## src/rtl/iap_defs.svh

```systemverilog
`ifndef IAP_DEFS_SVH
`define IAP_DEFS_SVH
// ==========================================================
// Register offsets
`define IAP_OFS_CTRL0 8'h00
`define IAP_OFS_CTRL1 8'h01
`define IAP_OFS_CTRL2 8'h02
`define IAP_OFS_ADDRL 8'h03
`define IAP_OFS_ADDRH 8'h04
`define IAP_OFS_DATA0L 8'h05
`define IAP_OFS_DATA3H 8'h0c
// ==========================================================
// Field positions
`define IAP_MODE_HI 6
`define IAP_MODE_LO 4
`define IAP_BIT_PEN 3
`define IAP_BIT_WT 2
`define IAP_BIT_RD 1
`define IAP_BIT_EWEN 0
`define IAP_BIT_RDEN 0
`define IAP_BIT_TSEL 1
`define IAP_BIT_CLR 0
// ==========================================================
// Mode codes and unlock key
`define IAP_MODE_WRITE 3'h0
`define IAP_MODE_ERASE 3'h1
`define IAP_MODE_READ 3'h3
`define IAP_MODE_UNLOCK 3'h6
`define IAP_KEY_LOW 24'hc30d00
`define IAP_KEY_HIGH 24'h400904
// ==========================================================
// Timing and last word of a page
`define IAP_CLK_PERIOD_NS 40
`define IAP_T_ERASE0_NS 3200000
`define IAP_T_WRITE0_NS 2200000
`define IAP_T_ERASE1_NS 3700000
`define IAP_T_WRITE1_NS 3000000
`define IAP_T_UNLOCK_NS 100000
`define IAP_READ_CYC 3
`define IAP_PAGE_LAST 5'h1f
`endif

```

## src/rtl/iap_pkg.sv

```systemverilog
package iap_pkg;
    typedef enum logic [2:0] {st_idle, st_erase, st_prog, st_wait, st_read, st_clear} iap_state_e;
    typedef struct packed {
        logic erase_stb;
        logic prog_stb;
        logic rd_stb;
        logic [13:0] addr;
        logic [15:0] wdata;
    } iap_flash_s;
endpackage

```

## src/rtl/iap_ctrl.sv

```systemverilog
// Decided for this implementation: the address-and-strobe port and the address map.
`timescale 1ns/1ns
`include "iap_defs.svh"
// Contract
// Mode 110 makes the protect-enable bit arm unlock mode.
// Raising protect-enable in unlock mode starts the unlock window timer.
// Key 00,0D,C3 in low and 04,09,40 in high data registers one to three.
// Timer expiry clears protect-enable regardless of the key.
// Correct key sets the erase/write enabled flag; wrong key leaves it low.
// Software clearing the enabled flag locks erase/write at once.
// Write buffer is 32 words of 16 bits; page chosen by address bits 13..5.
// Writing first data high loads the word and increments the address.
// Address increments stop at the last word of the page.
// Mode 001 with write trigger erases the page; trigger clears when done.
// Mode 000 with write trigger programs the buffer; trigger clears when done.
// Erase always acts on a whole page.
// CPU is halted while erase or write runs.
// Time select bit chooses how long the write trigger stays high.
// After clear and reload, the same page may be written again without erase.
// Mode 011 with read enable and read trigger fetches a word into data zero.
// Reading needs no unlock.
// Software writes the key promptly before the unlock timer expires.
// Software verifies after writing and retries with clear and reload.
// Software runs the system clock at its fastest while programming.
// Erase and write are refused unless the enabled flag is set.
// Times: select 0 gives 3.2ms/2.2ms, select 1 gives 3.7ms/3.0ms.
// Buffer clear bit starts a clear; hardware drops it when finished.
// Writing first data low only updates that register.
// Dummy writes to first data high tag addresses, stopping at offset 11111b.
// Read trigger without read enable or read mode starts nothing.
module iap_ctrl #(
    parameter int unsigned ERASE0_CYC =
        (`IAP_T_ERASE0_NS + `IAP_CLK_PERIOD_NS - 1) / `IAP_CLK_PERIOD_NS,
    parameter int unsigned WRITE0_CYC =
        (`IAP_T_WRITE0_NS + `IAP_CLK_PERIOD_NS - 1) / `IAP_CLK_PERIOD_NS,
    parameter int unsigned ERASE1_CYC =
        (`IAP_T_ERASE1_NS + `IAP_CLK_PERIOD_NS - 1) / `IAP_CLK_PERIOD_NS,
    parameter int unsigned WRITE1_CYC =
        (`IAP_T_WRITE1_NS + `IAP_CLK_PERIOD_NS - 1) / `IAP_CLK_PERIOD_NS,
    parameter int unsigned PAGE_WORDS = 32
) (
    input wire logic clock,
    input wire logic rst_b,
    input wire logic [7:0] reg_addr,
    input wire logic [7:0] reg_wdata,
    input wire logic reg_wr,
    input wire logic reg_rd,
    output logic [7:0] reg_rdata,
    output iap_pkg::iap_flash_s flash_req,
    input wire logic [15:0] flash_rdata,
    output logic cpu_halt
);
    localparam int unsigned UNLOCK_CYC =
        (`IAP_T_UNLOCK_NS + `IAP_CLK_PERIOD_NS - 1) / `IAP_CLK_PERIOD_NS;
    localparam int CW = 20;

    // ==========================================================
    // Elaboration checks
    if (PAGE_WORDS != 32)
        $error("iap_ctrl: page must be 32 words");
    if (ERASE1_CYC >= (1 << CW) || ERASE0_CYC >= (1 << CW) || WRITE0_CYC >= (1 << CW)
        || WRITE1_CYC >= (1 << CW) || ERASE0_CYC == 0 || WRITE0_CYC == 0
        || ERASE1_CYC == 0 || WRITE1_CYC == 0)
        $error("iap_ctrl: operation count out of range");

    // ==========================================================
    // Reset release
    logic rst_q1;
    logic rst_q2;
    always_ff @(posedge clock or negedge rst_b)
    begin
        if (!rst_b)
        begin
            rst_q1 <= 1'b0;
            rst_q2 <= 1'b0;
        end
        else
        begin
            rst_q1 <= 1'b1;
            rst_q2 <= rst_q1;
        end
    end
    logic rst_sync_b;
    assign rst_sync_b = rst_q2;

    // ==========================================================
    // Registers and state
    logic [2:0] op_mode_field_q;
    logic protect_enable_bit_q;
    logic write_trigger_bit_q;
    logic read_trigger_bit_q;
    logic erase_write_enabled_flag_q;
    logic read_enable_bit_q;
    logic erase_write_time_select_q;
    logic buffer_clear_bit_q;
    logic [13:0] flash_addr_q;
    logic [7:0] data_q [0:7];
    logic [15:0] wbuf_q [0:PAGE_WORDS-1];
    logic [PAGE_WORDS-1:0] wvalid_q;
    iap_pkg::iap_state_e state_q;
    logic [CW-1:0] cnt_q;
    logic [CW-1:0] unlock_cnt_q;
    logic [4:0] idx_q;

    logic wr_ctrl0;
    logic wr_ctrl1;
    logic wr_ctrl2;
    logic wr_addrl;
    logic wr_addrh;
    logic wr_data0h;
    logic unlock_expire;
    logic key_good;
    logic start_erase;
    logic start_prog;
    logic start_read;
    logic start_clear;
    logic [CW-1:0] op_cycles;

    assign wr_ctrl0 = reg_wr && reg_addr == `IAP_OFS_CTRL0;
    assign wr_ctrl1 = reg_wr && reg_addr == `IAP_OFS_CTRL1;
    assign wr_ctrl2 = reg_wr && reg_addr == `IAP_OFS_CTRL2;
    assign wr_addrl = reg_wr && reg_addr == `IAP_OFS_ADDRL;
    assign wr_addrh = reg_wr && reg_addr == `IAP_OFS_ADDRH;
    assign wr_data0h = reg_wr && reg_addr == (`IAP_OFS_DATA0L + 8'h01);

    assign unlock_expire = protect_enable_bit_q && unlock_cnt_q == CW'(1);
    assign key_good = {data_q[6], data_q[4], data_q[2]} == `IAP_KEY_LOW
        && {data_q[7], data_q[5], data_q[3]} == `IAP_KEY_HIGH;

    // Triggers only start from idle; the CPU is halted otherwise
    assign start_erase = state_q == iap_pkg::st_idle && wr_ctrl0
        && reg_wdata[`IAP_BIT_WT] && erase_write_enabled_flag_q
        && reg_wdata[`IAP_MODE_HI:`IAP_MODE_LO] == `IAP_MODE_ERASE;
    assign start_prog = state_q == iap_pkg::st_idle && wr_ctrl0
        && reg_wdata[`IAP_BIT_WT] && erase_write_enabled_flag_q
        && reg_wdata[`IAP_MODE_HI:`IAP_MODE_LO] == `IAP_MODE_WRITE;
    assign start_read = state_q == iap_pkg::st_idle && wr_ctrl0
        && reg_wdata[`IAP_BIT_RD] && read_enable_bit_q
        && reg_wdata[`IAP_MODE_HI:`IAP_MODE_LO] == `IAP_MODE_READ;
    assign start_clear = state_q == iap_pkg::st_idle && wr_ctrl2
        && reg_wdata[`IAP_BIT_CLR];

    always_comb
    begin
        if (state_q == iap_pkg::st_erase || op_mode_field_q == `IAP_MODE_ERASE)
            op_cycles = erase_write_time_select_q ? CW'(ERASE1_CYC) : CW'(ERASE0_CYC);
        else
            op_cycles = erase_write_time_select_q ? CW'(WRITE1_CYC) : CW'(WRITE0_CYC);
    end

    // ==========================================================
    // Control registers zero to two
    always_ff @(posedge clock or negedge rst_sync_b)
    begin
        if (!rst_sync_b)
            op_mode_field_q <= 3'h0;
        else if (wr_ctrl0 && state_q == iap_pkg::st_idle)
            op_mode_field_q <= reg_wdata[`IAP_MODE_HI:`IAP_MODE_LO];
    end

    always_ff @(posedge clock or negedge rst_sync_b)
    begin
        if (!rst_sync_b)
        begin
            protect_enable_bit_q <= 1'b0;
            unlock_cnt_q <= '0;
        end
        else if (unlock_expire)
        begin
            protect_enable_bit_q <= 1'b0;
            unlock_cnt_q <= '0;
        end
        else if (wr_ctrl0 && !protect_enable_bit_q && reg_wdata[`IAP_BIT_PEN]
                 && reg_wdata[`IAP_MODE_HI:`IAP_MODE_LO] == `IAP_MODE_UNLOCK)
        begin
            protect_enable_bit_q <= 1'b1;
            unlock_cnt_q <= CW'(UNLOCK_CYC);
        end
        else if (protect_enable_bit_q)
            unlock_cnt_q <= unlock_cnt_q - CW'(1);
    end

    // Set at expiry wins over a software clear in the same cycle
    always_ff @(posedge clock or negedge rst_sync_b)
    begin
        if (!rst_sync_b)
            erase_write_enabled_flag_q <= 1'b0;
        else if (unlock_expire && key_good)
            erase_write_enabled_flag_q <= 1'b1;
        else if (wr_ctrl0 && !reg_wdata[`IAP_BIT_EWEN])
            erase_write_enabled_flag_q <= 1'b0;
    end

    always_ff @(posedge clock or negedge rst_sync_b)
    begin
        if (!rst_sync_b)
        begin
            read_enable_bit_q <= 1'b0;
            erase_write_time_select_q <= 1'b0;
        end
        else
        begin
            if (wr_ctrl1)
                read_enable_bit_q <= reg_wdata[`IAP_BIT_RDEN];
            if (wr_ctrl2 && state_q == iap_pkg::st_idle)
                erase_write_time_select_q <= reg_wdata[`IAP_BIT_TSEL];
        end
    end

    // ==========================================================
    // Sequencer
    always_ff @(posedge clock or negedge rst_sync_b)
    begin
        if (!rst_sync_b)
        begin
            state_q <= iap_pkg::st_idle;
            cnt_q <= '0;
            idx_q <= 5'h0;
            write_trigger_bit_q <= 1'b0;
            read_trigger_bit_q <= 1'b0;
            buffer_clear_bit_q <= 1'b0;
        end
        else
        begin
            case (state_q)
                iap_pkg::st_idle:
                begin
                    idx_q <= 5'h0;
                    if (start_erase)
                    begin
                        state_q <= iap_pkg::st_erase;
                        write_trigger_bit_q <= 1'b1;
                    end
                    else if (start_prog)
                    begin
                        state_q <= iap_pkg::st_prog;
                        write_trigger_bit_q <= 1'b1;
                    end
                    else if (start_read)
                    begin
                        state_q <= iap_pkg::st_read;
                        read_trigger_bit_q <= 1'b1;
                        cnt_q <= CW'(`IAP_READ_CYC);
                    end
                    else if (start_clear)
                    begin
                        state_q <= iap_pkg::st_clear;
                        buffer_clear_bit_q <= 1'b1;
                    end
                end
                iap_pkg::st_erase:
                begin
                    state_q <= iap_pkg::st_wait;
                    cnt_q <= op_cycles;
                end
                iap_pkg::st_prog:
                begin
                    idx_q <= idx_q + 5'h1;
                    if (idx_q == `IAP_PAGE_LAST)
                    begin
                        state_q <= iap_pkg::st_wait;
                        cnt_q <= op_cycles;
                    end
                end
                iap_pkg::st_wait:
                begin
                    cnt_q <= cnt_q - CW'(1);
                    if (cnt_q == CW'(1))
                    begin
                        state_q <= iap_pkg::st_idle;
                        write_trigger_bit_q <= 1'b0;
                    end
                end
                iap_pkg::st_read:
                begin
                    cnt_q <= cnt_q - CW'(1);
                    if (cnt_q == CW'(1))
                    begin
                        state_q <= iap_pkg::st_idle;
                        read_trigger_bit_q <= 1'b0;
                    end
                end
                iap_pkg::st_clear:
                begin
                    idx_q <= idx_q + 5'h1;
                    if (idx_q == `IAP_PAGE_LAST)
                    begin
                        state_q <= iap_pkg::st_idle;
                        buffer_clear_bit_q <= 1'b0;
                    end
                end
                default:
                    state_q <= iap_pkg::st_idle;
            endcase
        end
    end

    assign cpu_halt = state_q != iap_pkg::st_idle;

    // ==========================================================
    // Address pair and data registers
    always_ff @(posedge clock or negedge rst_sync_b)
    begin
        if (!rst_sync_b)
            flash_addr_q <= 14'h0;
        else if (wr_addrl)
            flash_addr_q[7:0] <= reg_wdata;
        else if (wr_addrh)
            flash_addr_q[13:8] <= reg_wdata[5:0];
        else if (wr_data0h && flash_addr_q[4:0] != `IAP_PAGE_LAST)
            flash_addr_q <= flash_addr_q + 14'h1;
    end

    for (genvar g = 0; g < 8; g++)
    begin : g_data
        always_ff @(posedge clock or negedge rst_sync_b)
        begin
            if (!rst_sync_b)
                data_q[g] <= 8'h0;
            else if (state_q == iap_pkg::st_read && cnt_q == CW'(1) && g < 2)
                data_q[g] <= g == 0 ? flash_rdata[7:0] : flash_rdata[15:8];
            else if (reg_wr && reg_addr == `IAP_OFS_DATA0L + 8'(g))
                data_q[g] <= reg_wdata;
        end
    end

    // ==========================================================
    // Write buffer: one word per clear step keeps it a plain RAM
    always_ff @(posedge clock)
    begin
        if (state_q == iap_pkg::st_clear)
            wbuf_q[idx_q] <= 16'h0;
        else if (wr_data0h && state_q == iap_pkg::st_idle)
            wbuf_q[flash_addr_q[4:0]] <= {reg_wdata, data_q[0]};
    end

    always_ff @(posedge clock or negedge rst_sync_b)
    begin
        if (!rst_sync_b)
            wvalid_q <= '0;
        else if (state_q == iap_pkg::st_clear)
            wvalid_q[idx_q] <= 1'b0;
        else if (wr_data0h && state_q == iap_pkg::st_idle)
            wvalid_q[flash_addr_q[4:0]] <= 1'b1;
    end

    // ==========================================================
    // Flash array requests
    always_ff @(posedge clock or negedge rst_sync_b)
    begin
        if (!rst_sync_b)
            flash_req <= '0;
        else
        begin
            flash_req.erase_stb <= state_q == iap_pkg::st_erase;
            flash_req.prog_stb <= state_q == iap_pkg::st_prog && wvalid_q[idx_q];
            flash_req.rd_stb <= start_read;
            if (state_q == iap_pkg::st_prog)
                flash_req.addr <= {flash_addr_q[13:5], idx_q};
            else if (state_q == iap_pkg::st_erase)
                flash_req.addr <= {flash_addr_q[13:5], 5'h0};
            else
                flash_req.addr <= flash_addr_q;
            flash_req.wdata <= state_q == iap_pkg::st_prog ? wbuf_q[idx_q] : 16'h0;
        end
    end

    // ==========================================================
    // Register read port
    always_ff @(posedge clock or negedge rst_sync_b)
    begin
        if (!rst_sync_b)
            reg_rdata <= 8'h0;
        else if (!reg_rd)
            reg_rdata <= 8'h0;
        else if (reg_addr == `IAP_OFS_CTRL0)
            reg_rdata <= {1'b0, op_mode_field_q, protect_enable_bit_q, write_trigger_bit_q,
                          read_trigger_bit_q, erase_write_enabled_flag_q};
        else if (reg_addr == `IAP_OFS_CTRL1)
            reg_rdata <= {7'h0, read_enable_bit_q};
        else if (reg_addr == `IAP_OFS_CTRL2)
            reg_rdata <= {6'h0, erase_write_time_select_q, buffer_clear_bit_q};
        else if (reg_addr == `IAP_OFS_ADDRL)
            reg_rdata <= flash_addr_q[7:0];
        else if (reg_addr == `IAP_OFS_ADDRH)
            reg_rdata <= {2'h0, flash_addr_q[13:8]};
        else if (reg_addr >= `IAP_OFS_DATA0L && reg_addr <= `IAP_OFS_DATA3H)
            reg_rdata <= data_q[3'(reg_addr - `IAP_OFS_DATA0L)];
        else
            reg_rdata <= 8'h0;
    end
endmodule

```

## config.mk

```make
export PLATFORM = sky130hd
export DESIGN_NAME = iap_ctrl
export DESIGN_NICKNAME = d
export VERILOG_FILES = /design/src/rtl/iap_pkg.sv /design/src/rtl/iap_ctrl.sv
export VERILOG_INCLUDE_DIRS = /design/src /design/src/rtl
export SDC_FILE = /design/constraint.sdc
export NUM_CORES = 1
export LEC_CHECK = 0
export BUFFER_PORTS_ARGS = -buffer_cell sky130_fd_sc_hd__buf_2
export CORE_MARGIN = 2
export CORE_UTILIZATION = 50
export DETAILED_ROUTE_END_ITERATION = 10
export PLACE_DENSITY_LB_ADDON = 0.12
export SLEW_MARGIN = 20
export SYNTH_ARGS = -nofsm -noshare
export SYNTH_HDL_FRONTEND = slang
export SYNTH_SLANG_ARGS = --single-unit
```

## constraint.sdc

```tcl
create_clock -name clock -period 10.4 [get_ports clock]
set_input_delay 1.04 -clock clock [delete_from_list [all_inputs] [get_ports clock]]
set_output_delay 1.04 -clock clock [all_outputs]
set_load 0.005 [all_outputs]
```

==> reports/summary.txt <==
Crit Path Max Fanout: 19
Logic pwr share: 0.023
drt initial violations: 1644
RSZ-0062 raised after global routing: no
worst-margin pin slew: 1.11 ns
top cell type's share of synthesized area: 0.510
clock transition at the registers of the reported paths: 0.06 ns
main combinational cell family by area after synthesis: multiplexers
Post-DRT Antenna Nets: 0
CTS H-tree depth: 3
Total GRT Usage: 0.248
power share of the sequential group: 0.528
Worst-Skew Late Latency: 0.62 ns
Yosys cell types: 67
Leak: 11.7 nW
Synth Area in Compound Gates: 0.0813
net switching power: 0.00123 W
Area Overhead vs Synth: 12.8%
Num Clock Sinks: 723
CTS max path bufs: 3
sw frac: 0.208
die area: 0.0623 mm²
worst reg2reg path startpoint: state_q[2]$_DFFE_PN0P_
Initial DRT Pass Iterations: 6
I/O Buffers: 77
final hold violations: 0
Synth Instances: 1895
Antenna diodes: 0
DRC violations left: 0
async set-reset flop share out of synthesis: 0.292
die width: 250 µm
slowest stage delay, CP: 0.72 ns
grt ovf: 0
Max-Cap Viols: 0
# rows: 90
syn_area_per_cell: 15.9 µm²
vias per inst: 6.27
WP data required: 10.63 ns
P_int: 0.00470 W
Layout Skew: 0.0265 ns
Ports: 78
Max-slew headroom: 0.250
Synthesized Nets: 1956
startpoint types: input port
clk root buf: clkbuf_16
post-synthesis adder-cell area fraction: 0.0104
Final min period: 3.80 ns
post-synthesis mux area share: 0.137
Post-synth EDFFs: 512
WHS: 0.202 ns
crit path DAT: 4.04 ns
Core Footprint: 0.0600 mm²
Post-Route WL: 76.6 mm
share of cells above drive strength 1: 0.235
Layout fillers: 4685
cts bufs inserted: 74
Reg2Reg Setup Slack: 6.73 ns
Yosys top cell by area: edfxtp_1
Cell Pwr Density: 174 mW/mm²
vias in the first global route: 17678
sequential element share of the synthesized area: 0.685
largest net degree at the start of global routing: 98
count of pins over their slew limit: 0
antenna violations before repair: 1
Post-Syn Area: 0.0301 mm²
CTS resizes: 0
period utilization: 0.366
first-pass GRT wire length: 115 mm
DR vias: 17729
CTS Hold Bufs: 0
Setup crit end: wbuf_q[30][9]$_DFFE_PP_
Worst R2R Path Depth: 6
worst hold path type: in -> async
Clk pwr share: 0.449
Initial Util: 0.502
Synth Flop Type: edfxtp_1
Ys Warns: 0
CTS tree: yes
maximum VDD drop: 0.112 mV
Post-CTS Setup Bufs: 0
simple-gate share of the synthesized area: 0.0659
Setup crit start: reg_addr[0]
worst r2r dst: wbuf_q[30][9]$_DFFE_PP_
status: finished, final reports clean
# nets final: 2047
post-synthesis xor/xnor area fraction: 0.00291
Yosys reg bits: 723
CP Class: in -> reg
Final Util: 0.567
Wirelength per Cell: 27.1 µm
endpoint type of the worst setup path: register
die height: 250 µm
setup_tns: 0 ns
synth top area cells: edfxtp_1, dfrtp_1, mux4_2, o21ai_0, mux2_2
critical-path cell list: buf_2, inv_1, ha_1, nand4_1, nor2_1, a22oi_1, buf_4, nor2_2
Routability Congestion: 0.877
CP max-delay cell: nor2_2
FMAX: 263 MHz
Final Setup Violations: 0
HPWL Detailed: 48.3 mm
==> how the worst min path moves through the flow <==
| stage | start | end | slack, ns |
|---|---|---|---|
| floorplan | rst_q1$_DFF_PN0_ | rst_q2$_DFF_PN0_ | 0.33 |
| global placement | rst_q1$_DFF_PN0_ | rst_q2$_DFF_PN0_ | 0.34 |
| detailed placement | rst_q1$_DFF_PN0_ | rst_q2$_DFF_PN0_ | 0.34 |
| CTS | rst_b | rst_q2$_DFF_PN0_ | 0.17 |
| global route | rst_b | rst_q2$_DFF_PN0_ | 0.19 |
| finish | rst_b | rst_q2$_DFF_PN0_ | 0.20 |
==> through the flow <==
stage / setup WS [ns] / total power [W] / area (µm²) / cells
6_report: 6.60 / 0.00593 / 34000 / 2828
3_3_place_gp: 6.05 / 0.00332 / 31500 / 2692
5_1_grt: 6.35 / 0.00612 / 34000 / 2828
2_1_floorplan: 4.08 / 0.00326 / 30100 / 1895
4_1_cts: 6.60 / 0.00598 / 34000 / 2828
3_5_place_dp: 5.97 / 0.00333 / 31500 / 2692
==> layout by cell type, fill, tap and decap left out, drive strengths merged, types with 25 or more instances in the layout <==
cell      n
a21oi    79
a22o     25
a22oi    40
a31oi    38
buf     124
clkbuf   99
dfrtp   211
edfxtp  512
ha       25
inv      30
mux2     48
mux4    150
nand2    59
nand3    32
nor2    127
nor3     25
o21ai   142
==> area by class of cell <==
class / count / area, µm² / share of cell area
clock inverters: 37 / 378 / 0.0111
clock buffers: 99 / 2070 / 0.0608
repair buffers: 124 / 754 / 0.0222
multi-input cells: 1037 / 9070 / 0.267
flip-flops and latches: 723 / 20700 / 0.608
inverters: 26 / 97.6 / 0.00287
well taps: 782 / 978 / 0.0288
==> cells by family after synthesis <==
kind of cell    Yosys count
buf+inv                 135
compound gates          395
xor+xnor                 10
other cells               1
flops                   723
mux                     218
simple gates            388
fa+ha+maj                25
==> synth_stat cells (19+ instances only) <==
| cell | instances |
|---|---|
| a221oi_1 | 19 |
| a31oi_1 | 38 |
| nand2_1 | 59 |
| mux2i_1 | 20 |
| nor4_1 | 22 |
| nor2_1 | 127 |
| a22o_1 | 25 |
| clkbuf_1 | 84 |
| a22oi_1 | 40 |
| nor3_1 | 24 |
| a21oi_1 | 79 |
| dfrtp_1 | 211 |
| ha_1 | 25 |
| inv_1 | 26 |
| mux4_2 | 150 |
| edfxtp_1 | 512 |
| mux2_2 | 47 |
| nand3_1 | 32 |
| and2_1 | 20 |
| o21ai_0 | 134 |
==> power groups by stage <==
| stage | Combinational, W | Clock [W] | Sequential [W] |
|---|---|---|---|
| 4_1_cts | 0.000134 | 0.00271 | 0.00313 |
| 3_3_place_gp | 0.000131 | 0 | 0.00319 |
| 5_1_grt | 0.000147 | 0.00283 | 0.00314 |
| 3_5_place_dp | 0.000134 | 0 | 0.00319 |
| 6_report | 0.000134 | 0.00267 | 0.00313 |
| 2_1_floorplan | 0.0000825 | 0 | 0.00318 |
==> sequential cells by signal, indices dropped and copies added, names as in the netlist <==
name and flops:
wbuf_q 512, data_q 64, flash_req 33, wvalid_q 32, cnt_q 20, unlock_cnt_q 20, flash_addr_q 14, reg_rdata 8
idx_q 5, op_mode_field_q 3, state_q 3, buffer_clear_bit_q 1, erase_write_enabled_flag_q 1, erase_write_time_select_q 1, protect_enable_bit_q 1, read_enable_bit_q 1
read_trigger_bit_q 1, rst_q1 1, rst_q2 1, write_trigger_bit_q 1
==> worst max-delay path: cells and delay by family <==
family | cells | cell delay, ns
AND/OR/NAND/NOR | 3 | 1.69
buffers and inverters | 3 | 0.75
adder cells (fa/ha/maj) | 1 | 0.37
AO/OA/AOI/OAI | 1 | 0.14
==> routing by layer <==
metal / vias to the layer above / routed length (µm) / share of wire / GRT usage
met5: - / 13 / 0.00017 / 0
met4: 2 / 2150 / 0.028 / 0.0833
li1: 7721 / - / - / -
met2: 648 / 37700 / 0.49 / 0.407
met1: 9223 / 31900 / 0.42 / 0.344
met3: 135 / 4800 / 0.063 / 0.0380
Power figures use the tool's default switching activity.
